`config.mk`:
```
export PLATFORM = sky130hd
export DESIGN_NAME = shs_status_counters
export DESIGN_NICKNAME = d
export VERILOG_FILES = /design/src/verilog/shs_pkg.sv /design/src/verilog/shs_tmr_if.sv /design/src/verilog/shs_link_timer.sv /design/src/verilog/shs_status_counters.sv
export SDC_FILE = /design/constraint.sdc
export NUM_CORES = 1
export LEC_CHECK = 0
export ABC_AREA = 1
export BUFFER_PORTS_ARGS = -buffer_cell sky130_fd_sc_hd__buf_4
export CAP_MARGIN = 30
export CORE_MARGIN = 5
export CORE_UTILIZATION = 50
export DETAILED_ROUTE_END_ITERATION = 7
export PLACE_DENSITY = 0.84
export SETUP_SLACK_MARGIN = 0.4
export SLEW_MARGIN = 25
export SYNTH_ARGS = -nofsm -noshare
export SYNTH_HDL_FRONTEND = slang
export SYNTH_SLANG_ARGS = --single-unit
```
`constraint.sdc`:
```
create_clock -name ref_clk -period 5.5 [get_ports ref_clk]
set_input_delay 0.275 -clock ref_clk [delete_from_list [all_inputs] [get_ports ref_clk]]
set_output_delay 0.275 -clock ref_clk [all_outputs]
set_load 0.05 [all_outputs]
```
`src/verilog/shs_pkg.sv`:
```
// Purpose: shared constants and types of the status and counter bank
// Assumes: 32-bit register words, 32-word data buffer
// Notes: offsets are byte addresses on the plain register port
package shs_pkg;

    localparam int ADDR_W = 8;
    localparam int DATA_W = 32;
    localparam int BCOUNT_W = 25;
    localparam int WCOUNT_W = 24;
    localparam int STAT_W = 23;
    localparam int TMR_W = 32;
    localparam int BUFW_W = 6;
    localparam int RESP_W = 7;

    // register map
    localparam logic [ADDR_W-1:0] OFS_BCOUNT = 8'h00;
    localparam logic [ADDR_W-1:0] OFS_FLAGS = 8'h04;
    localparam logic [ADDR_W-1:0] OFS_CLEAR = 8'h08;
    localparam logic [ADDR_W-1:0] OFS_MASK = 8'h0C;
    localparam logic [ADDR_W-1:0] OFS_WCOUNT = 8'h10;

    // flag positions
    localparam int B_RSP_CRC = 0;
    localparam int B_DT_CRC = 1;
    localparam int B_RSP_TO = 2;
    localparam int B_DT_TO = 3;
    localparam int B_TX_UNDR = 4;
    localparam int B_RX_OVR = 5;
    localparam int B_RSP_OK = 6;
    localparam int B_CMD_SENT = 7;
    localparam int B_DT_END = 8;
    localparam int B_SBIT = 9;
    localparam int B_BLK_OK = 10;
    localparam int B_CMD_ACT = 11;
    localparam int B_TXING = 12;
    localparam int B_RXING = 13;
    localparam int B_TX_HALF = 14;
    localparam int B_RX_HALF = 15;
    localparam int B_TX_FULL = 16;
    localparam int B_RX_FULL = 17;
    localparam int B_TX_EMPTY = 18;
    localparam int B_RX_EMPTY = 19;
    localparam int B_TX_AVAIL = 20;
    localparam int B_RX_AVAIL = 21;
    localparam int B_CARD_IRQ = 22;
    localparam logic [STAT_W-1:0] STATIC_MASK = 23'h4007FF;

    // buffer marks, in words
    localparam logic [BUFW_W-1:0] BUF_DEPTH = 6'h20;
    localparam logic [BUFW_W-1:0] HALF_MARK = 6'h08;
    localparam logic [BUFW_W-1:0] FLOW_MARGIN = 6'h02;

    // response timeout, in card clock periods
    localparam logic [RESP_W-1:0] RESP_TO_PERIODS = 7'h40;
    localparam logic [BCOUNT_W-1:0] BCOUNT_ONE = 25'h0000001;
    localparam logic [BCOUNT_W-1:0] BYTE_ROUND = 25'h0000003;

    typedef enum logic [2:0] {
        SHS_IDLE = 3'h0,
        SHS_WAIT_S = 3'h1,
        SHS_XFER_S = 3'h2,
        SHS_BUSY = 3'h3,
        SHS_WAIT_R = 3'h4,
        SHS_XFER_R = 3'h5,
        SHS_RD_WAIT = 3'h6
    } shs_dchan_t;

    // bytes to words, a partial last word counts whole
    function automatic logic [WCOUNT_W-1:0] shs_words_of(input logic [BCOUNT_W-1:0] len);
        logic [BCOUNT_W:0] sum;
        sum = {1'b0, len} + {1'b0, BYTE_ROUND};
        return sum[BCOUNT_W:2];
    endfunction

endpackage

```
`src/verilog/shs_tmr_if.sv`:
```
// Purpose: link between the register bank and its card clock timers
// Assumes: both ends on ref_clk
// Notes: expire strobes are one-cycle pulses
`timescale 1ns/1ps
interface shs_tmr_if;
    logic load;
    logic run;
    logic [31:0] dt_value;
    logic resp_wait;
    logic dt_expire;
    logic resp_expire;
    modport bank (output load, output run, output dt_value, output resp_wait,
                  input dt_expire, input resp_expire);
    modport tmr (input load, input run, input dt_value, input resp_wait,
                 output dt_expire, output resp_expire);
endinterface

```
`src/verilog/shs_link_timer.sv`:
```
// Purpose: data and response timeouts counted in card clock periods
// Assumes: card_clk is asynchronous to ref_clk and much slower
// Notes: card clock is sampled, its rising edges step both counters
`timescale 1ns/1ps
module shs_link_timer
    import shs_pkg::*;
(
    // clock and reset
    input wire logic ref_clk,
    input wire logic rst_n,
    input wire logic clk_en,
    // card clock pin
    input wire logic card_clk,
    // bank side
    shs_tmr_if.tmr t
);
    import shs_pkg::*;

    typedef struct packed {
        logic s1;
        logic s2;
        logic s3;
        logic [TMR_W-1:0] dcount;
        logic dfired;
        logic dexp;
        logic [RESP_W-1:0] rcount;
        logic rfired;
        logic rexp;
    } shs_tmr_t;

    localparam logic [RESP_W-1:0] RESP_LAST = RESP_TO_PERIODS - 7'h01;

    shs_tmr_t r;
    shs_tmr_t n;
    logic edge_w;

    // s1 feeds s2 only
    assign edge_w = r.s2 && !r.s3;

    always_comb begin
        n = r;
        n.s1 = card_clk;
        n.s2 = r.s1;
        n.s3 = r.s2;
        n.dexp = 1'b0;
        n.rexp = 1'b0;
        if (t.load) begin
            n.dcount = t.dt_value;
            n.dfired = 1'b0;
        end else if (t.run && edge_w && !r.dfired) begin
            if (r.dcount == '0) begin
                n.dexp = 1'b1;
                n.dfired = 1'b1;
            end else begin
                n.dcount = r.dcount - 32'h00000001;
            end
        end
        if (!t.resp_wait) begin
            n.rcount = '0;
            n.rfired = 1'b0;
        end else if (edge_w && !r.rfired) begin
            if (r.rcount == RESP_LAST) begin
                n.rexp = 1'b1;
                n.rfired = 1'b1;
            end else begin
                n.rcount = r.rcount + 7'h01;
            end
        end
    end

    always_ff @(posedge ref_clk) begin
        if (!rst_n) begin
            r <= '0;
        end else if (clk_en) begin
            r <= n;
        end
    end

    assign t.dt_expire = r.dexp;
    assign t.resp_expire = r.rexp;
endmodule

```
`src/verilog/shs_status_counters.sv`:
```
// Purpose: status flags, flag clear, interrupt mask, byte and word counters
// Assumes: event and control inputs come from logic on ref_clk
// Notes: card_clk only is asynchronous and is handled in the timer
//
// The plain strobed port and the placing of the registers were left to the implementer.
`timescale 1ns/1ps
module shs_status_counters
    import shs_pkg::*;
(
    // clock, reset, enable
    input wire logic ref_clk,
    input wire logic rst_n,
    input wire logic clk_en,
    // register port
    input wire logic [shs_pkg::ADDR_W-1:0] reg_addr,
    input wire logic [shs_pkg::DATA_W-1:0] reg_wdata,
    input wire logic reg_wr,
    input wire logic reg_rd,
    output logic [shs_pkg::DATA_W-1:0] reg_rdata,
    // data setup from the data control logic
    input wire logic [shs_pkg::BCOUNT_W-1:0] data_length_value,
    input wire logic [shs_pkg::TMR_W-1:0] data_timeout_value,
    input wire logic dtctrl_wr,
    input wire logic transfer_enable_bit,
    input wire logic direction_bit,
    input wire logic read_wait_start,
    input wire logic flow_ctrl_en,
    // card engine progress
    input wire logic card_clk,
    input wire logic data_start,
    input wire logic byte_done,
    input wire logic word_done,
    input wire logic card_busy,
    input wire logic cmd_active,
    input wire logic cmd_wait_resp,
    input wire logic [shs_pkg::BUFW_W-1:0] buf_words,
    // card engine events, one-cycle pulses
    input wire logic ev_card_irq,
    input wire logic ev_block_ok,
    input wire logic ev_block_crc_fail,
    input wire logic ev_cmd_sent,
    input wire logic ev_resp_ok,
    input wire logic ev_resp_crc_fail,
    input wire logic ev_start_bit_err,
    input wire logic ev_rx_overrun,
    input wire logic ev_tx_underrun,
    // interrupt
    output logic irq
);
    import shs_pkg::*;

    typedef struct packed {
        shs_dchan_t fsm;
        logic dir;
        logic [BCOUNT_W-1:0] bcount;
        logic [WCOUNT_W-1:0] wcount;
        logic [STAT_W-1:0] stat;
        logic [STAT_W-1:0] mask;
        logic irq;
        logic [DATA_W-1:0] rdata;
    } shs_bank_t;

    shs_bank_t r;
    shs_bank_t n;
    logic start_w;
    logic end_w;
    logic dt_to_w;
    logic [STAT_W-1:0] live_v;
    logic [STAT_W-1:0] set_v;
    logic [STAT_W-1:0] clr_v;
    logic [STAT_W-1:0] flags_v;

    shs_tmr_if tif();

    shs_link_timer u_tmr (
        .ref_clk(ref_clk),
        .rst_n(rst_n),
        .clk_en(clk_en),
        .card_clk(card_clk),
        .t(tif.tmr)
    );

    ////////////////////////////////////////////////////////////////
    // live flags

    assign start_w = dtctrl_wr && transfer_enable_bit;

    // buffer flags follow the active direction only
    always_comb begin
        live_v = '0;
        live_v[B_RX_AVAIL] = r.dir && (buf_words != '0);
        live_v[B_TX_AVAIL] = !r.dir && (buf_words != '0);
        live_v[B_RX_EMPTY] = r.dir && (buf_words == '0);
        live_v[B_TX_EMPTY] = !r.dir && (flow_ctrl_en ?
            (buf_words <= FLOW_MARGIN) : (buf_words == '0));
        live_v[B_RX_FULL] = r.dir && (flow_ctrl_en ?
            (buf_words >= BUF_DEPTH - FLOW_MARGIN) : (buf_words == BUF_DEPTH));
        live_v[B_TX_FULL] = !r.dir && (buf_words == BUF_DEPTH);
        live_v[B_RX_HALF] = r.dir && (buf_words >= HALF_MARK);
        live_v[B_TX_HALF] = !r.dir && (BUF_DEPTH - buf_words >= HALF_MARK);
        live_v[B_RXING] = (r.fsm == SHS_XFER_R);
        live_v[B_TXING] = (r.fsm == SHS_XFER_S) || (r.fsm == SHS_BUSY);
        live_v[B_CMD_ACT] = cmd_active;
    end

    // dynamic bits are never stored, so never cleared
    assign flags_v = r.stat | (live_v & ~STATIC_MASK);

    ////////////////////////////////////////////////////////////////
    // timer hand-off

    assign tif.dt_value = data_timeout_value;
    assign tif.run = (r.fsm == SHS_WAIT_R) || (r.fsm == SHS_BUSY);
    assign tif.load = ((n.fsm == SHS_WAIT_R) || (n.fsm == SHS_BUSY)) && !tif.run;
    assign tif.resp_wait = cmd_wait_resp;

    ////////////////////////////////////////////////////////////////
    // next state

    always_comb begin
        n = r;
        end_w = 1'b0;
        dt_to_w = 1'b0;
        set_v = '0;
        clr_v = '0;
        case (r.fsm)
            SHS_IDLE: begin
                if (start_w) begin
                    n.dir = direction_bit;
                    n.bcount = data_length_value;
                    n.wcount = shs_words_of(data_length_value);
                    if (read_wait_start) begin
                        n.fsm = SHS_RD_WAIT;
                    end else if (direction_bit) begin
                        n.fsm = SHS_WAIT_R;
                    end else begin
                        n.fsm = SHS_WAIT_S;
                    end
                end
            end
            SHS_WAIT_S: begin
                if (data_start) begin
                    n.fsm = SHS_XFER_S;
                end
            end
            SHS_WAIT_R: begin
                if (tif.dt_expire) begin
                    dt_to_w = 1'b1;
                    n.fsm = SHS_IDLE;
                end else if (data_start) begin
                    n.fsm = SHS_XFER_R;
                end
            end
            SHS_RD_WAIT: begin
                if (!read_wait_start) begin
                    n.fsm = SHS_WAIT_R;
                end
            end
            SHS_BUSY: begin
                if (tif.dt_expire) begin
                    dt_to_w = 1'b1;
                    n.fsm = SHS_IDLE;
                end else if (!card_busy) begin
                    n.fsm = SHS_XFER_S;
                end
            end
            SHS_XFER_S, SHS_XFER_R: begin
                if (r.bcount == '0) begin
                    end_w = 1'b1;
                end else if (byte_done) begin
                    n.bcount = r.bcount - BCOUNT_ONE;
                    end_w = (r.bcount == BCOUNT_ONE);
                end
                if (end_w) begin
                    n.fsm = SHS_IDLE;
                end else if (r.fsm == SHS_XFER_S && card_busy) begin
                    n.fsm = SHS_BUSY;
                end
            end
            default: begin
                n.fsm = SHS_IDLE;
            end
        endcase
        // clearing transfer enable mid-transfer aborts it
        if (dtctrl_wr && !transfer_enable_bit) begin
            n.fsm = SHS_IDLE;
        end
        if (word_done && r.wcount != '0 && r.fsm != SHS_IDLE) begin
            n.wcount = r.wcount - 24'h000001;
        end

        // sticky flags
        set_v[B_CARD_IRQ] = ev_card_irq;
        set_v[B_BLK_OK] = ev_block_ok;
        set_v[B_CMD_SENT] = ev_cmd_sent;
        set_v[B_RSP_OK] = ev_resp_ok;
        set_v[B_DT_CRC] = ev_block_crc_fail;
        set_v[B_RSP_CRC] = ev_resp_crc_fail;
        set_v[B_SBIT] = ev_start_bit_err;
        set_v[B_RX_OVR] = ev_rx_overrun;
        set_v[B_TX_UNDR] = ev_tx_underrun;
        set_v[B_RSP_TO] = tif.resp_expire;
        set_v[B_DT_TO] = dt_to_w;
        set_v[B_DT_END] = end_w;
        if (reg_wr && reg_addr == OFS_CLEAR) begin
            clr_v = reg_wdata[STAT_W-1:0] & STATIC_MASK;
        end
        // a set in the clearing cycle survives
        n.stat = ((r.stat & ~clr_v) | set_v) & STATIC_MASK;

        if (reg_wr && reg_addr == OFS_MASK) begin
            n.mask = reg_wdata[STAT_W-1:0];
        end
        n.irq = |(flags_v & r.mask);

        // read answer stands one cycle only
        n.rdata = '0;
        if (reg_rd) begin
            case (reg_addr)
                OFS_BCOUNT: n.rdata = {7'h00, r.bcount};
                OFS_FLAGS: n.rdata = {9'h000, flags_v};
                OFS_MASK: n.rdata = {9'h000, r.mask};
                OFS_WCOUNT: n.rdata = {8'h00, r.wcount};
                default: n.rdata = '0;
            endcase
        end
    end

    ////////////////////////////////////////////////////////////////
    // state register

    always_ff @(posedge ref_clk) begin
        if (!rst_n) begin
            r <= '0;
        end else if (clk_en) begin
            r <= n;
        end
    end

    assign reg_rdata = r.rdata;
    assign irq = r.irq;

    ////////////////////////////////////////////////////////////////
    // checks

    logic [WCOUNT_W-1:0] words_exp;
    logic rx_half_exp;
    logic irq_exp;
    logic clr_blk;

    assign words_exp = shs_words_of(data_length_value);
    assign rx_half_exp = r.dir && (buf_words >= HALF_MARK);
    assign irq_exp = |(flags_v & r.mask);
    assign clr_blk = reg_wr && reg_addr == OFS_CLEAR && reg_wdata[B_BLK_OK];
endmodule

```
==> results of run 1 <==
critical path: stages (launching register included):
cell                      delay [ps]
sky130_fd_sc_hd__dfxtp_1         450
sky130_fd_sc_hd__inv_1           180
sky130_fd_sc_hd__ha_1            230
sky130_fd_sc_hd__nand2_1          80
sky130_fd_sc_hd__a21oi_1          80
sky130_fd_sc_hd__nand3_1         220
sky130_fd_sc_hd__nand2_1         120
sky130_fd_sc_hd__a21oi_1         170
sky130_fd_sc_hd__nand2_2         420
sky130_fd_sc_hd__nand4_2         270
sky130_fd_sc_hd__nand2_2         100
sky130_fd_sc_hd__inv_2           410
sky130_fd_sc_hd__nor2_1          100
sky130_fd_sc_hd__nor2_1          110
synthesized netlist by cell type (3+ instances only):
cell type | number | area share
sky130_fd_sc_hd__nand3b_1 | 3 | 0.0021
sky130_fd_sc_hd__nor2_2 | 3 | 0.0018
sky130_fd_sc_hd__a211oi_1 | 19 | 0.014
sky130_fd_sc_hd__or2_2 | 5 | 0.0030
sky130_fd_sc_hd__buf_4 | 32 | 0.023
sky130_fd_sc_hd__dfxtp_1 | 160 | 0.30
sky130_fd_sc_hd__buf_1 | 4 | 0.0014
sky130_fd_sc_hd__ha_1 | 7 | 0.0083
sky130_fd_sc_hd__a22oi_1 | 7 | 0.0050
sky130_fd_sc_hd__xnor2_1 | 6 | 0.0050
sky130_fd_sc_hd__clkinv_1 | 4 | 0.0014
sky130_fd_sc_hd__inv_2 | 8 | 0.0029
sky130_fd_sc_hd__o2111ai_1 | 8 | 0.0067
sky130_fd_sc_hd__nor2_1 | 256 | 0.091
sky130_fd_sc_hd__o211ai_1 | 5 | 0.0036
sky130_fd_sc_hd__nor3_1 | 31 | 0.015
sky130_fd_sc_hd__nand3_1 | 118 | 0.056
sky130_fd_sc_hd__o31ai_1 | 15 | 0.011
sky130_fd_sc_hd__nand4_1 | 60 | 0.036
sky130_fd_sc_hd__a21oi_1 | 137 | 0.065
sky130_fd_sc_hd__nor4_1 | 12 | 0.0071
sky130_fd_sc_hd__o22ai_1 | 7 | 0.0042
sky130_fd_sc_hd__a31oi_1 | 11 | 0.0065
sky130_fd_sc_hd__buf_2 | 7 | 0.0033
sky130_fd_sc_hd__a221oi_1 | 15 | 0.012
sky130_fd_sc_hd__nand2_1 | 356 | 0.13
sky130_fd_sc_hd__inv_1 | 193 | 0.069
sky130_fd_sc_hd__o21ai_0 | 131 | 0.062
sky130_fd_sc_hd__xor2_1 | 19 | 0.016
sky130_fd_sc_hd__clkbuf_1 | 59 | 0.021
cells in the final DEF, fill, tap and decap left out, types with 11 or more instances in the layout:
cell type                   count
sky130_fd_sc_hd__a21oi_1      137
sky130_fd_sc_hd__nand3_1      118
sky130_fd_sc_hd__nand2_1      356
sky130_fd_sc_hd__dfxtp_1      160
sky130_fd_sc_hd__xor2_1        19
sky130_fd_sc_hd__a31oi_1       11
sky130_fd_sc_hd__a221oi_1      15
sky130_fd_sc_hd__inv_1        193
sky130_fd_sc_hd__nor4_1        12
sky130_fd_sc_hd__nor2_1       256
sky130_fd_sc_hd__nor3_1        30
sky130_fd_sc_hd__o31ai_1       15
sky130_fd_sc_hd__o21ai_0      131
sky130_fd_sc_hd__clkbuf_16     17
sky130_fd_sc_hd__a211oi_1      19
sky130_fd_sc_hd__buf_4        157
sky130_fd_sc_hd__nand4_1       60
how the worst min path moves through the flow:
stage / endpoint / cells after the start
2_1_floorplan: r[44] / 2
3_3_place_gp: reg_rdata[22] / 2
3_5_place_dp: reg_rdata[16] / 2
4_1_cts: r[51] / 3
5_1_grt: r[51] / 3
6_report: r[51] / 3
area by class of cell:
type | instances | area [µm²]
fillers | 2028 | 8740
multi-input cells | 1254 | 6060
flip-flops and latches | 160 | 3200
repair buffers | 159 | 1220
inverters | 205 | 772
clock buffers | 18 | 439
well taps | 275 | 344
clock inverters | 13 | 108
cells by family (layout without fill, tap and decap cells):
kind of cell | Yosys count | after routing
buf+inv | 309 | 395
compound gates | 364 | 364
other cells | 1 | 7
flops | 160 | 160
simple gates | 851 | 851
xor+xnor | 25 | 25
fa+ha+maj | 7 | 7
metrics by stage:
| stage | std cells | hold WS (ps) |
|---|---|---|
| 2_1_floorplan | 1723 | 403 |
| 3_3_place_gp | 2051 | 453 |
| 3_5_place_dp | 2052 | 457 |
| 4_1_cts | 2083 | 72.5 |
| 5_1_grt | 2084 | 85.9 |
| 6_report | 2084 | 77.4 |
routing by layer:
layer | global-route usage | vias up | share of wire
met5 | 0 | - | 0
met4 | 0.161 | 0 | 0.057
met3 | 0.0417 | 120 | 0.086
met2 | 0.452 | 639 | 0.47
met1 | 0.351 | 5423 | 0.39
li1 | - | 5844 | -
state kept, by name (all words and copies together) (netlist names):
signal / flops
u_tmr.t.resp_expire: 1
reg_rdata: 25
u_tmr.n: 2
r: 88
irq: 1
u_tmr.r: 42
u_tmr.t.dt_expire: 1
power by group:
part / switching, W / internal (W) / leakage, nW
Clock: 0.000528 / 0.000595 / 0.257
Sequential: 0.0000704 / 0.00123 / 1.30
Combinational: 0.000682 / 0.000339 / 4.04
Total: 0.00128 / 0.00216 / 5.60
==> flow_results.xml, run 1 <==
<?xml version="1.0" encoding="UTF-8"?>
<metrics>
  <group name="critical_path">
    <metric name="worst_r2r_path_depth" unit="">13</metric>
    <metric name="timing.critical_path.fanout_max" unit="">34</metric>
    <metric name="r2r_setup_slack" unit="ps">2480</metric>
    <metric name="crit_path_launch_type" unit="">flip-flop</metric>
    <metric name="timing_worst_setup_path_type" unit="">reg2reg</metric>
    <metric name="setup.worst_path.end_class" unit="">flip-flop</metric>
    <metric name="crit_startpoint" unit="">r[103]</metric>
    <metric name="timing.critical_path.to" unit="">u_tmr.r[38]</metric>
    <metric name="r2r_end" unit="">u_tmr.r[38]</metric>
    <metric name="required" unit="ps">5870</metric>
    <metric name="cp_data_arrival_time" unit="ps">3390</metric>
    <metric name="critical_path.reg2reg.startpoint" unit="">r[103]</metric>
  </group>
  <group name="global_route">
    <metric name="antenna_found_initial" unit="">0</metric>
    <metric name="grt.total_usage" unit="">0.278</metric>
    <metric name="grt_pass1_wl" unit="mm">54.7</metric>
    <metric name="number_of_global_route_vias_before_repair" unit="">10900</metric>
    <metric name="global_route.overflow_total" unit="">0</metric>
    <metric name="grt_max_degree" unit="">100</metric>
  </group>
  <group name="synthesis">
    <metric name="synth_area" unit="mm²">0.0105</metric>
    <metric name="yosys_warnings" unit="">0</metric>
    <metric name="synthSimpleGateAreaFrac" unit="">0.346</metric>
    <metric name="synth-async-reset-ratio" unit="">0</metric>
    <metric name="synth_cell_types" unit="">43</metric>
    <metric name="synth_adder_area_share" unit="">0.00832</metric>
    <metric name="register_bit_total_from_synthesis" unit="">160</metric>
    <metric name="xor_xnor_portion_of_the_synthesized_cell_area" unit="">0.0208</metric>
    <metric name="synth.yosys.seq_area_share" unit="">0.304</metric>
    <metric name="postSynthCellCount" unit="">1717</metric>
    <metric name="synth_ff_type" unit="">sky130_fd_sc_hd__dfxtp_1</metric>
    <metric name="syn_area_per_cell" unit="µm²">6.13</metric>
    <metric name="synth_top_family_by_area" unit="">simple AND/OR/NAND/NOR gates</metric>
    <metric name="post_synthesis_compound_gate_area_fraction" unit="">0.197</metric>
    <metric name="synth.mux.area_fraction" unit="">0</metric>
    <metric name="synth-edff-count" unit="">0</metric>
  </group>
  <group name="layout">
    <metric name="antennaDiodeCount" unit="">0</metric>
    <metric name="area_growth" unit="%">15.3</metric>
    <metric name="postLayoutCoreUtil" unit="">0.581</metric>
    <metric name="drive_above_1_share" unit="">0.118</metric>
    <metric name="layout.cell_area.non_filler" unit="mm²">0.0121</metric>
    <metric name="fin_nets" unit="">1933</metric>
  </group>
  <group name="clock_network">
    <metric name="clock_insertion_delay_worst_skew" unit="ps">440</metric>
    <metric name="postCtsSetupBuffers" unit="">0</metric>
    <metric name="path_clk_slew" unit="ps">70</metric>
    <metric name="cts.sink_count" unit="">160</metric>
    <metric name="ctsRootBufferMaster" unit="">sky130_fd_sc_hd__clkbuf_16</metric>
    <metric name="cts_hold_buffers" unit="">0</metric>
    <metric name="cts_tree" unit="">yes</metric>
    <metric name="max-clock-path-buffers" unit="">2</metric>
    <metric name="numCtsBuffers" unit="">17</metric>
    <metric name="cts_resized" unit="">0</metric>
    <metric name="htreeDepth" unit="">4</metric>
  </group>
  <group name="power_and_ir_drop">
    <metric name="power-per-cell-area" unit="mW/mm²">283</metric>
    <metric name="vdd_ir_drop_max" unit="mV">0.216</metric>
    <metric name="report.power.total" unit="W">0.00344</metric>
    <metric name="power.static_leakage" unit="nW">5.60</metric>
  </group>
  <group name="run_status">
    <metric name="outcome" unit="">finished, final reports clean</metric>
  </group>
  <group name="die">
    <metric name="core_region_area" unit="mm²">0.0209</metric>
    <metric name="initial_utilization" unit="">0.504</metric>
    <metric name="die-area" unit="mm²">0.0241</metric>
    <metric name="rows" unit="">53</metric>
    <metric name="floorplan.die.height" unit="µm">155</metric>
    <metric name="chipWidth" unit="µm">155</metric>
    <metric name="io_pins" unit="">162</metric>
  </group>
  <group name="detailed_routing">
    <metric name="routed_wirelength" unit="mm">34.8</metric>
    <metric name="vias_per_cell" unit="">5.77</metric>
    <metric name="ant_nets" unit="">0</metric>
    <metric name="number_of_design_rule_violations_left_after_detail_routing" unit="">0</metric>
    <metric name="vias" unit="">12000</metric>
    <metric name="detail_route.iter0.violations" unit="">1243</metric>
    <metric name="detail_route.first_pass.iterations" unit="">6</metric>
    <metric name="wl_per_cell" unit="µm">16.7</metric>
  </group>
  <group name="min_path">
    <metric name="hold_path_class" unit="">in2reg</metric>
    <metric name="hp-start" unit="">reg_wdata[18]</metric>
  </group>
  <group name="timing">
    <metric name="hold_viol" unit="">0</metric>
    <metric name="fin_setup_tns" unit="ps">0</metric>
    <metric name="fin_crit_sh" unit="">0.549</metric>
    <metric name="max_slew.worst_pin.slew" unit="ps">941</metric>
    <metric name="number_of_slew_limit_violations_in_the_final_report" unit="">0</metric>
    <metric name="report.final.setup_viol" unit="">0</metric>
    <metric name="relSlewSlack" unit="">0.372</metric>
    <metric name="finalWorstPathRequiredPeriod" unit="ps">3020</metric>
    <metric name="grt_setup_unrepaired" unit="">false</metric>
    <metric name="fmax" unit="MHz">331</metric>
    <metric name="worst_clock_skew" unit="ps">10.1</metric>
    <metric name="worst_slack" unit="ps">2480</metric>
  </group>
  <group name="place">
    <metric name="postPlaceCellArea" unit="mm²">0.0116</metric>
    <metric name="detailedPlace.worstSlack" unit="ps">2450</metric>
    <metric name="place_congestion" unit="">1.00</metric>
    <metric name="portBuffers" unit="">145</metric>
    <metric name="detailedPlacementHpwl" unit="mm">25.5</metric>
  </group>
  <group name="job">
    <metric name="maxCapViolations" unit="">0</metric>
  </group>
</metrics>
Power figures use the tool's default switching activity.
==> run 2, diff against run 1 <==
--- a/config.mk
+++ b/config.mk
@@ -5,7 +5,7 @@
 export SDC_FILE = /design/constraint.sdc
 export NUM_CORES = 1
 export LEC_CHECK = 0
-export ABC_AREA = 1
+export ABC_AREA = 0
 export BUFFER_PORTS_ARGS = -buffer_cell sky130_fd_sc_hd__buf_4
 export CAP_MARGIN = 30
 export CORE_MARGIN = 5
==> constraint.sdc (replaced) <==
create_clock -name ref_clk -period 2.8 [get_ports ref_clk]
set_input_delay 0.14 -clock ref_clk [delete_from_list [all_inputs] [get_ports ref_clk]]
set_output_delay 0.14 -clock ref_clk [all_outputs]
set_load 0.05 [all_outputs]
==> run 2 against run 1 <==
- the run now ends with negative setup slack left
- sequential share of layout area shrank 0.60 points
- via count shrank 8.5%
- routed wire length shrank 1.6%
- clock skew is essentially flat
- clock-buffer cell count grew 2
- first-iteration DRC count grew 5.1%
- fmax grew 0.57%
- combinational power grew 47%
- largest cell class unchanged
- synthesized area shrank 9.2%
- setup slack lost 2700 ps
- global-route usage grew 1.3 points
==> flow_results.xml, run 2 <==
<?xml version="1.0" encoding="UTF-8"?>
<metrics>
  <group name="synthesis">
    <metric name="syn_area_per_cell" unit="µm²">7.35</metric>
    <metric name="netlist.top_cell.by_area" unit="">sky130_fd_sc_hd__dfxtp_1</metric>
    <metric name="synth_ff_type" unit="">sky130_fd_sc_hd__dfxtp_1</metric>
    <metric name="yosys_warnings" unit="">0</metric>
    <metric name="synth-edff-count" unit="">0</metric>
    <metric name="register_bit_total_from_synthesis" unit="">160</metric>
    <metric name="synth.yosys.seq_area_share" unit="">0.335</metric>
    <metric name="synth.most_common_cell" unit="">sky130_fd_sc_hd__nor2_1</metric>
    <metric name="synth_area" unit="mm²">0.00956</metric>
    <metric name="synth_common_cells" unit="">176 x sky130_fd_sc_hd__nor2_1, 160 x sky130_fd_sc_hd__dfxtp_1, 152 x sky130_fd_sc_hd__nand2_1</metric>
    <metric name="synth_area_leaders" unit="">sky130_fd_sc_hd__dfxtp_1 34%, sky130_fd_sc_hd__a21oi_1 7.5%, sky130_fd_sc_hd__nor2_1 6.9%</metric>
    <metric name="synthDominantCellAreaShare" unit="">0.335</metric>
    <metric name="postSynthCellCount" unit="">1300</metric>
    <metric name="synth-async-reset-ratio" unit="">0</metric>
    <metric name="synth_cell_types" unit="">77</metric>
  </group>
  <group name="min_path">
    <metric name="hp-start" unit="">data_timeout_value[0]</metric>
    <metric name="worst_hold_path.endpoint" unit="">u_tmr.r[11]</metric>
    <metric name="min_delay_path_depth" unit="">3</metric>
    <metric name="hold_path_class" unit="">in2reg</metric>
  </group>
  <group name="place">
    <metric name="placed_cells" unit="">1651</metric>
    <metric name="detailedPlace.worstSlack" unit="ps">-182</metric>
    <metric name="detailedPlacementHpwl" unit="mm">23.6</metric>
    <metric name="place_congestion" unit="">0.981</metric>
    <metric name="portBuffers" unit="">145</metric>
  </group>
  <group name="power_and_ir_drop">
    <metric name="p_sw" unit="W">0.00193</metric>
    <metric name="internal_power_of_the_cells" unit="W">0.00440</metric>
    <metric name="vdd_ir_drop_max" unit="mV">0.498</metric>
    <metric name="power-per-cell-area" unit="mW/mm²">509</metric>
    <metric name="power_frac_seq" unit="">0.380</metric>
    <metric name="report.power.total" unit="W">0.00633</metric>
    <metric name="clock_power_share" unit="">0.384</metric>
    <metric name="comb_power_share" unit="">0.237</metric>
    <metric name="swShare" unit="">0.305</metric>
    <metric name="power.static_leakage" unit="nW">4.82</metric>
  </group>
  <group name="detailed_routing">
    <metric name="number_of_design_rule_violations_left_after_detail_routing" unit="">0</metric>
    <metric name="vias_per_cell" unit="">6.39</metric>
    <metric name="detail_route.first_pass.iterations" unit="">7</metric>
    <metric name="routed_wirelength" unit="mm">34.3</metric>
    <metric name="ant_nets" unit="">0</metric>
    <metric name="detail_route.iter0.violations" unit="">1307</metric>
    <metric name="wl_per_cell" unit="µm">19.9</metric>
    <metric name="vias" unit="">11000</metric>
  </group>
  <group name="critical_path">
    <metric name="crit_path_launch_type" unit="">flip-flop</metric>
    <metric name="setup.worst_path.end_class" unit="">flip-flop</metric>
    <metric name="worst_r2r_path_depth" unit="">9</metric>
    <metric name="r2r_setup_slack" unit="ps">-200</metric>
    <metric name="timing_worst_setup_path_type" unit="">reg2reg</metric>
    <metric name="required" unit="ps">3120</metric>
    <metric name="timing.critical_path.fanout_max" unit="">8</metric>
    <metric name="critical_path.reg2reg.startpoint" unit="">r[126]</metric>
    <metric name="cp_data_arrival_time" unit="ps">3320</metric>
    <metric name="r2r_end" unit="">u_tmr.r[39]</metric>
  </group>
  <group name="clock_network">
    <metric name="clock_insertion_delay_worst_skew" unit="ps">430</metric>
    <metric name="max-clock-path-buffers" unit="">2</metric>
    <metric name="path_clk_slew" unit="ps">70</metric>
    <metric name="cts.sink_count" unit="">160</metric>
    <metric name="htreeDepth" unit="">4</metric>
    <metric name="cts_tree" unit="">yes</metric>
    <metric name="ctsRootBufferMaster" unit="">sky130_fd_sc_hd__clkbuf_16</metric>
    <metric name="numCtsBuffers" unit="">17</metric>
  </group>
  <group name="timing">
    <metric name="grt_setup_unrepaired" unit="">true</metric>
    <metric name="finalWorstPathRequiredPeriod" unit="ps">3000</metric>
    <metric name="hold_viol" unit="">0</metric>
    <metric name="number_of_slew_limit_violations_in_the_final_report" unit="">0</metric>
    <metric name="worst_clock_skew" unit="ps">10.4</metric>
    <metric name="fin_setup_tns" unit="ps">-4490</metric>
    <metric name="fin_crit_sh" unit="">1.07</metric>
    <metric name="relSlewSlack" unit="">0.447</metric>
    <metric name="report.final.setup_viol" unit="">32</metric>
    <metric name="max_slew.worst_pin.slew" unit="ps">828</metric>
    <metric name="fmax" unit="MHz">333</metric>
    <metric name="worst_slack" unit="ps">-202</metric>
  </group>
  <group name="layout">
    <metric name="fin_nets" unit="">1609</metric>
    <metric name="layout_common_cells" unit="">222 x sky130_fd_sc_hd__buf_4, 163 x sky130_fd_sc_hd__nor2_1, 158 x sky130_fd_sc_hd__dfxtp_1</metric>
    <metric name="flip_flop_count_of_the_largest_register_all_copies_and_words_added" unit="">88</metric>
    <metric name="regMostFlops" unit="">r</metric>
    <metric name="area_growth" unit="%">30.1</metric>
    <metric name="final_cells" unit="">1721</metric>
    <metric name="layout.cells.most_common" unit="">sky130_fd_sc_hd__buf_4</metric>
    <metric name="drive_above_1_share" unit="">0.234</metric>
  </group>
  <group name="run_status">
    <metric name="failed_checks" unit="">negative setup slack</metric>
    <metric name="outcome" unit="">finished with violations</metric>
  </group>
  <group name="die">
    <metric name="io_pins" unit="">162</metric>
    <metric name="core_region_area" unit="mm²">0.0188</metric>
    <metric name="die-area" unit="mm²">0.0220</metric>
    <metric name="floorplan.die.height" unit="µm">148</metric>
    <metric name="initial_utilization" unit="">0.509</metric>
    <metric name="rows" unit="">50</metric>
    <metric name="chipWidth" unit="µm">148</metric>
  </group>
  <group name="global_route">
    <metric name="grt_max_degree" unit="">57</metric>
    <metric name="antenna_found_initial" unit="">1</metric>
    <metric name="global_route.overflow_total" unit="">0</metric>
    <metric name="number_of_global_route_vias_before_repair" unit="">10300</metric>
    <metric name="grt_pass1_wl" unit="mm">52.3</metric>
    <metric name="grt.total_usage" unit="">0.291</metric>
  </group>
  <group name="job">
    <metric name="maxCapViolations" unit="">0</metric>
  </group>
</metrics>
[run 2: cell types whose count changed in the layout (fill, tap and decap cells not counted), sizes merged, moves of 24 or more]
cell         before  now
nand3           118   23
nand2           358  152
o21ai           133   76
nand4            61   12
buf             159  231
nor2            259  178
nor3             33   68
a22oi             7   31
inv             205   32
dlygate4sd3       0   32
[run 2: repair_timing]
item	CTS	global route
pin swaps	1	15
endpoints found under the hold margin	32	0
hold buffers	32	0
gates cloned	0	3
setup buffers	0	2
endpoints found under the setup margin	59	81
resized for setup	12	56
[run 2: how the worst max path moves through the flow]
stage          slack [ps]    from     endpoint  cells after the start
2_1_floorplan         -30  r[126]  u_tmr.r[39]                      9
3_3_place_gp         -100  r[126]  u_tmr.r[39]                      9
3_5_place_dp         -180  r[126]  u_tmr.r[31]                      9
4_1_cts              -110  r[126]  u_tmr.r[11]                     10
5_1_grt              -350  r[126]  u_tmr.r[19]                     10
6_report             -200  r[126]  u_tmr.r[39]                      9
[run 2: stage by stage]
| stage | utilization | cell area (µm²) | hold WS [ps] |
|---|---|---|---|
| global placement | 0.591 | 11100 | 387 |
| floorplan | - | 9590 | 276 |
| detailed placement | 0.592 | 11100 | 396 |
| CTS | 0.644 | 12100 | 1.15 |
| finish | 0.663 | 12400 | 0.660 |
| global route | 0.663 | 12400 | 11.4 |
[run 2: cell families (layout without fill, tap and decap cells)]
group	count (synthesis)	in the layout	share of synthesized area
xor+xnor	37	37	0.0339
mux	24	24	0.0270
fa+ha+maj	7	7	0.00916
flops	160	160	0.335
compound gates	397	397	0.268
simple gates	525	525	0.254
buf+inv	149	329	0.0728
other cells	1	8	0.000392
[run 2: power groups by stage]
stage	sequential (W)	clock (W)	combinational, W
2_1_floorplan	0.00242	0	0.000790
3_3_place_gp	0.00244	0	0.00126
3_5_place_dp	0.00244	0	0.00128
4_1_cts	0.00239	0.00243	0.00134
5_1_grt	0.00241	0.00253	0.00160
6_report	0.00240	0.00243	0.00150
[run 2: final cells by class]
type                            count  area (µm²)
Antenna cell                        1        2.50
Clock buffer                       20         447
Sequential cell                   160        3210
Tap cell                          234         293
Multi-Input combinational cell    997        6000
Clock inverter                     12         159
Fill cell                        1504        6330
Inverter                           31         119
Timing Repair Buffer              266        2220
[run 2: worst max-delay path, cell delays in order, from the launching register on]
cell and delay, ps:
sky130_fd_sc_hd__dfxtp_2 320, sky130_fd_sc_hd__or4_4 540, sky130_fd_sc_hd__or4_4 530, sky130_fd_sc_hd__or2_4 280, sky130_fd_sc_hd__a31o_4 260, sky130_fd_sc_hd__a22oi_2 240, sky130_fd_sc_hd__nor2_4 100, sky130_fd_sc_hd__clkbuf_16 220
sky130_fd_sc_hd__o21a_1 180, sky130_fd_sc_hd__o221a_1 230
[run 2: layer usage]
metal  share of wire  GRT usage
met5               0          0
met4           0.049      0.133
met3           0.098     0.0710
met2            0.48      0.499
met1            0.37      0.344
==> run 3, diff against run 2 <==
--- a/config.mk
+++ b/config.mk
@@ -8,10 +8,12 @@
 export ABC_AREA = 0
 export BUFFER_PORTS_ARGS = -buffer_cell sky130_fd_sc_hd__buf_4
 export CAP_MARGIN = 30
+export CELL_PAD_IN_SITES_DETAIL_PLACEMENT = 1
+export CELL_PAD_IN_SITES_GLOBAL_PLACEMENT = 2
 export CORE_MARGIN = 5
-export CORE_UTILIZATION = 50
+export CORE_UTILIZATION = 32
 export DETAILED_ROUTE_END_ITERATION = 7
-export PLACE_DENSITY = 0.84
+export PLACE_DENSITY = 0.92
 export SETUP_SLACK_MARGIN = 0.4
 export SLEW_MARGIN = 25
 export SYNTH_ARGS = -nofsm -noshare
==> run 3 against run 2 <==
- the run still ends with negative setup slack left
- utilization down 23 points
- sequential share of layout area down 0.62 points
- non-clock buffer count up 14
- combinational power up 3%
- hold slack worse by 0.65 ps
- clock-buffer cell count down 3
- global-route usage down 6.5 points
- clock skew up 3.7 ps
- sequential power about the same
- cell area up 2.5%
- via count down 0.54%
- power up 1.1%
- critical path type unchanged
- largest power group unchanged
==> flow_results.xml, run 3 (synthesis results as in run 2) <==
<?xml version="1.0" encoding="UTF-8"?>
<metrics>
  <group name="run_status">
    <metric name="outcome" unit="">finished with violations</metric>
    <metric name="failed_checks" unit="">negative setup slack</metric>
  </group>
  <group name="layout">
    <metric name="fin_nets" unit="">1623</metric>
    <metric name="layout.cell_area.non_filler" unit="mm²">0.0128</metric>
    <metric name="drive_above_1_share" unit="">0.233</metric>
    <metric name="area_growth" unit="%">33.4</metric>
    <metric name="sequential_cell_area" unit="mm²">0.00321</metric>
    <metric name="final.fill_count" unit="">3585</metric>
    <metric name="antennaDiodeCount" unit="">0</metric>
    <metric name="multi_input_gate_area_in_the_final_layout" unit="mm²">0.00595</metric>
    <metric name="layout.cells.most_common" unit="">sky130_fd_sc_hd__buf_4</metric>
    <metric name="flip_flop_count_of_the_largest_register_all_copies_and_words_added" unit="">88</metric>
    <metric name="regMostFlops" unit="">r</metric>
    <metric name="layout_common_cells" unit="">228 x sky130_fd_sc_hd__buf_4, 175 x sky130_fd_sc_hd__nor2_1, 156 x sky130_fd_sc_hd__dfxtp_1</metric>
  </group>
  <group name="timing">
    <metric name="grt_setup_unrepaired" unit="">true</metric>
    <metric name="timing.hold.ws" unit="ps">0.00996</metric>
    <metric name="number_of_slew_limit_violations_in_the_final_report" unit="">0</metric>
    <metric name="worst_clock_skew" unit="ps">14.1</metric>
    <metric name="fmax" unit="MHz">321</metric>
    <metric name="report.final.setup_viol" unit="">32</metric>
    <metric name="relSlewSlack" unit="">0.433</metric>
    <metric name="finalWorstPathRequiredPeriod" unit="ps">3110</metric>
    <metric name="hold_viol" unit="">0</metric>
    <metric name="worst_slack" unit="ps">-311</metric>
    <metric name="max_slew.worst_pin.slew" unit="ps">841</metric>
    <metric name="fin_crit_sh" unit="">1.11</metric>
  </group>
  <group name="critical_path">
    <metric name="cp_data_arrival_time" unit="ps">3420</metric>
    <metric name="r2r_setup_slack" unit="ps">-310</metric>
    <metric name="required" unit="ps">3110</metric>
    <metric name="crit_top_cell" unit="">sky130_fd_sc_hd__or4_4</metric>
    <metric name="critical_path.reg2reg.startpoint" unit="">r[126]</metric>
    <metric name="timing_worst_setup_path_type" unit="">reg2reg</metric>
    <metric name="path_cells" unit="">or4_4 -&gt; or4_4 -&gt; buf_4 -&gt; o211ai_1 -&gt; a21oi_1 -&gt; a22oi_2 -&gt; nor2_4 -&gt; buf_12 -&gt; a221oi_2 -&gt; nor3_1</metric>
    <metric name="max_stage_delay" unit="ps">540</metric>
    <metric name="critPathSlowestCell" unit="">sky130_fd_sc_hd__or4_4</metric>
    <metric name="timing.critical_path.fanout_max" unit="">17</metric>
    <metric name="path_delay_family" unit="">simple AND/OR/NAND/NOR gates</metric>
    <metric name="buffers_and_inverters_on_the_worst_path" unit="">2</metric>
    <metric name="crit_path_launch_type" unit="">flip-flop</metric>
    <metric name="r2r_end" unit="">u_tmr.r[18]</metric>
    <metric name="setup.worst_path.end_class" unit="">flip-flop</metric>
    <metric name="worst_r2r_path_depth" unit="">10</metric>
  </group>
  <group name="power_and_ir_drop">
    <metric name="internal_power_of_the_cells" unit="W">0.00434</metric>
    <metric name="swShare" unit="">0.322</metric>
    <metric name="p_sw" unit="W">0.00206</metric>
    <metric name="power.static_leakage" unit="nW">4.91</metric>
    <metric name="power-per-cell-area" unit="mW/mm²">502</metric>
    <metric name="power_frac_seq" unit="">0.375</metric>
    <metric name="comb_power_share" unit="">0.242</metric>
    <metric name="vdd_ir_drop_max" unit="mV">0.362</metric>
    <metric name="clock_power_share" unit="">0.383</metric>
  </group>
  <group name="die">
    <metric name="io_pins" unit="">162</metric>
    <metric name="floorplan.die.height" unit="µm">183</metric>
    <metric name="rows" unit="">63</metric>
    <metric name="chipWidth" unit="µm">183</metric>
    <metric name="core_region_area" unit="mm²">0.0296</metric>
    <metric name="die-area" unit="mm²">0.0334</metric>
    <metric name="initial_utilization" unit="">0.323</metric>
  </group>
  <group name="clock_network">
    <metric name="clock_insertion_delay_worst_skew" unit="ps">440</metric>
    <metric name="cts.sink_count" unit="">160</metric>
    <metric name="htreeDepth" unit="">4</metric>
    <metric name="path_clk_slew" unit="ps">80</metric>
    <metric name="max-clock-path-buffers" unit="">2</metric>
    <metric name="ctsRootBufferMaster" unit="">sky130_fd_sc_hd__clkbuf_16</metric>
    <metric name="numCtsBuffers" unit="">17</metric>
    <metric name="cts_tree" unit="">yes</metric>
  </group>
  <group name="min_path">
    <metric name="min_delay_path_depth" unit="">3</metric>
    <metric name="hp-start" unit="">data_timeout_value[9]</metric>
    <metric name="hold_path_class" unit="">in2reg</metric>
    <metric name="worst_hold_path.endpoint" unit="">u_tmr.r[20]</metric>
  </group>
  <group name="place">
    <metric name="postPlaceCellArea" unit="mm²">0.0113</metric>
    <metric name="place_congestion" unit="">0.903</metric>
    <metric name="portBuffers" unit="">145</metric>
    <metric name="detailedPlacementHpwl" unit="mm">28.7</metric>
  </group>
  <group name="detailed_routing">
    <metric name="detail_route.first_pass.iterations" unit="">5</metric>
    <metric name="vias_per_cell" unit="">5.79</metric>
    <metric name="detailroute.wirelength.met3" unit="mm">2.12</metric>
    <metric name="ant_nets" unit="">0</metric>
    <metric name="wl_met1" unit="mm">17.5</metric>
    <metric name="route.met2.wl" unit="mm">19.3</metric>
    <metric name="detail_route.iter0.violations" unit="">917</metric>
    <metric name="number_of_design_rule_violations_left_after_detail_routing" unit="">0</metric>
    <metric name="vias" unit="">10900</metric>
    <metric name="dr.max_layer_used" unit="">met4</metric>
    <metric name="routed_wirelength" unit="mm">39.7</metric>
    <metric name="wl_per_cell" unit="µm">21.0</metric>
  </group>
  <group name="global_route">
    <metric name="number_of_global_route_vias_before_repair" unit="">10900</metric>
    <metric name="global_route.overflow_total" unit="">0</metric>
    <metric name="antenna_found_initial" unit="">0</metric>
    <metric name="grt_pass1_wl" unit="mm">61.1</metric>
    <metric name="grt.total_usage" unit="">0.226</metric>
    <metric name="grt_max_degree" unit="">68</metric>
  </group>
  <group name="job">
    <metric name="maxCapViolations" unit="">0</metric>
  </group>
</metrics>
[run 3: worst reg2reg max path: stages, from the launching register on]
cell                       delay, ps
sky130_fd_sc_hd__dfxtp_2         320
sky130_fd_sc_hd__or4_4           530
sky130_fd_sc_hd__or4_4           540
sky130_fd_sc_hd__buf_4           150
sky130_fd_sc_hd__o211ai_1        230
sky130_fd_sc_hd__a21oi_1         180
sky130_fd_sc_hd__a22oi_2         290
sky130_fd_sc_hd__nor2_4           90
sky130_fd_sc_hd__buf_12          210
sky130_fd_sc_hd__a221oi_2        340
sky130_fd_sc_hd__nor3_1          100
[run 3: power groups by stage]
stage	logic (W)	clock network, W	registers (W)
after floorplan	0.000790	0	0.00242
after global placement	0.00133	0	0.00244
after detailed placement	0.00136	0	0.00245
after CTS	0.00146	0.00249	0.00239
after global routing	0.00168	0.00259	0.00240
final	0.00155	0.00245	0.00240
[run 3: cell type report]
type,instances,area share
clock buffer,17,0.0334
clock inverter,15,0.0137
inverter,31,0.00932
multi-input combinational,997,0.466
sequential,160,0.252
tap,390,0.0383
timing repair buffer,280,0.188
[run 3: how the worst max path moves through the flow]
stage,start,to,cells after the start
after floorplan,r[126],u_tmr.r[39],9
after global placement,r[126],u_tmr.r[39],9
after detailed placement,r[126],u_tmr.r[27],9
after CTS,r[126],u_tmr.r[39],9
after global routing,r[126],u_tmr.r[40],10
final,r[126],u_tmr.r[18],10
[run 3: metrics by stage]
step / setup WS (ps) / TNS (ps) / power (W) / utilization / std cells
floorplan: -33.8 / -430 / 0.00321 / - / 1306
global placement: -135 / -1910 / 0.00378 / 0.384 / 1808
detailed placement: -264 / -4580 / 0.00381 / 0.384 / 1808
CTS: -193 / -4530 / 0.00634 / 0.423 / 1885
global route: -342 / -8890 / 0.00667 / 0.431 / 1890
finish: -311 / -7280 / 0.00640 / 0.431 / 1890
[run 3: metal layers]
layer,vias up,GRT usage
met5,-,0
met4,0,0.0569
met3,56,0.0351
met2,349,0.385
met1,5457,0.300
li1,5082,-
[run 3: repair_timing]
item                       in CTS  in global routing
hold endpoints to repair       36                  0
gates cloned                    3                  1
gates resized for setup        18                 33
hold buffers                   36                  0
setup endpoints to repair      44                 83
pin swaps                       9                 14
setup buffers                   6                  4
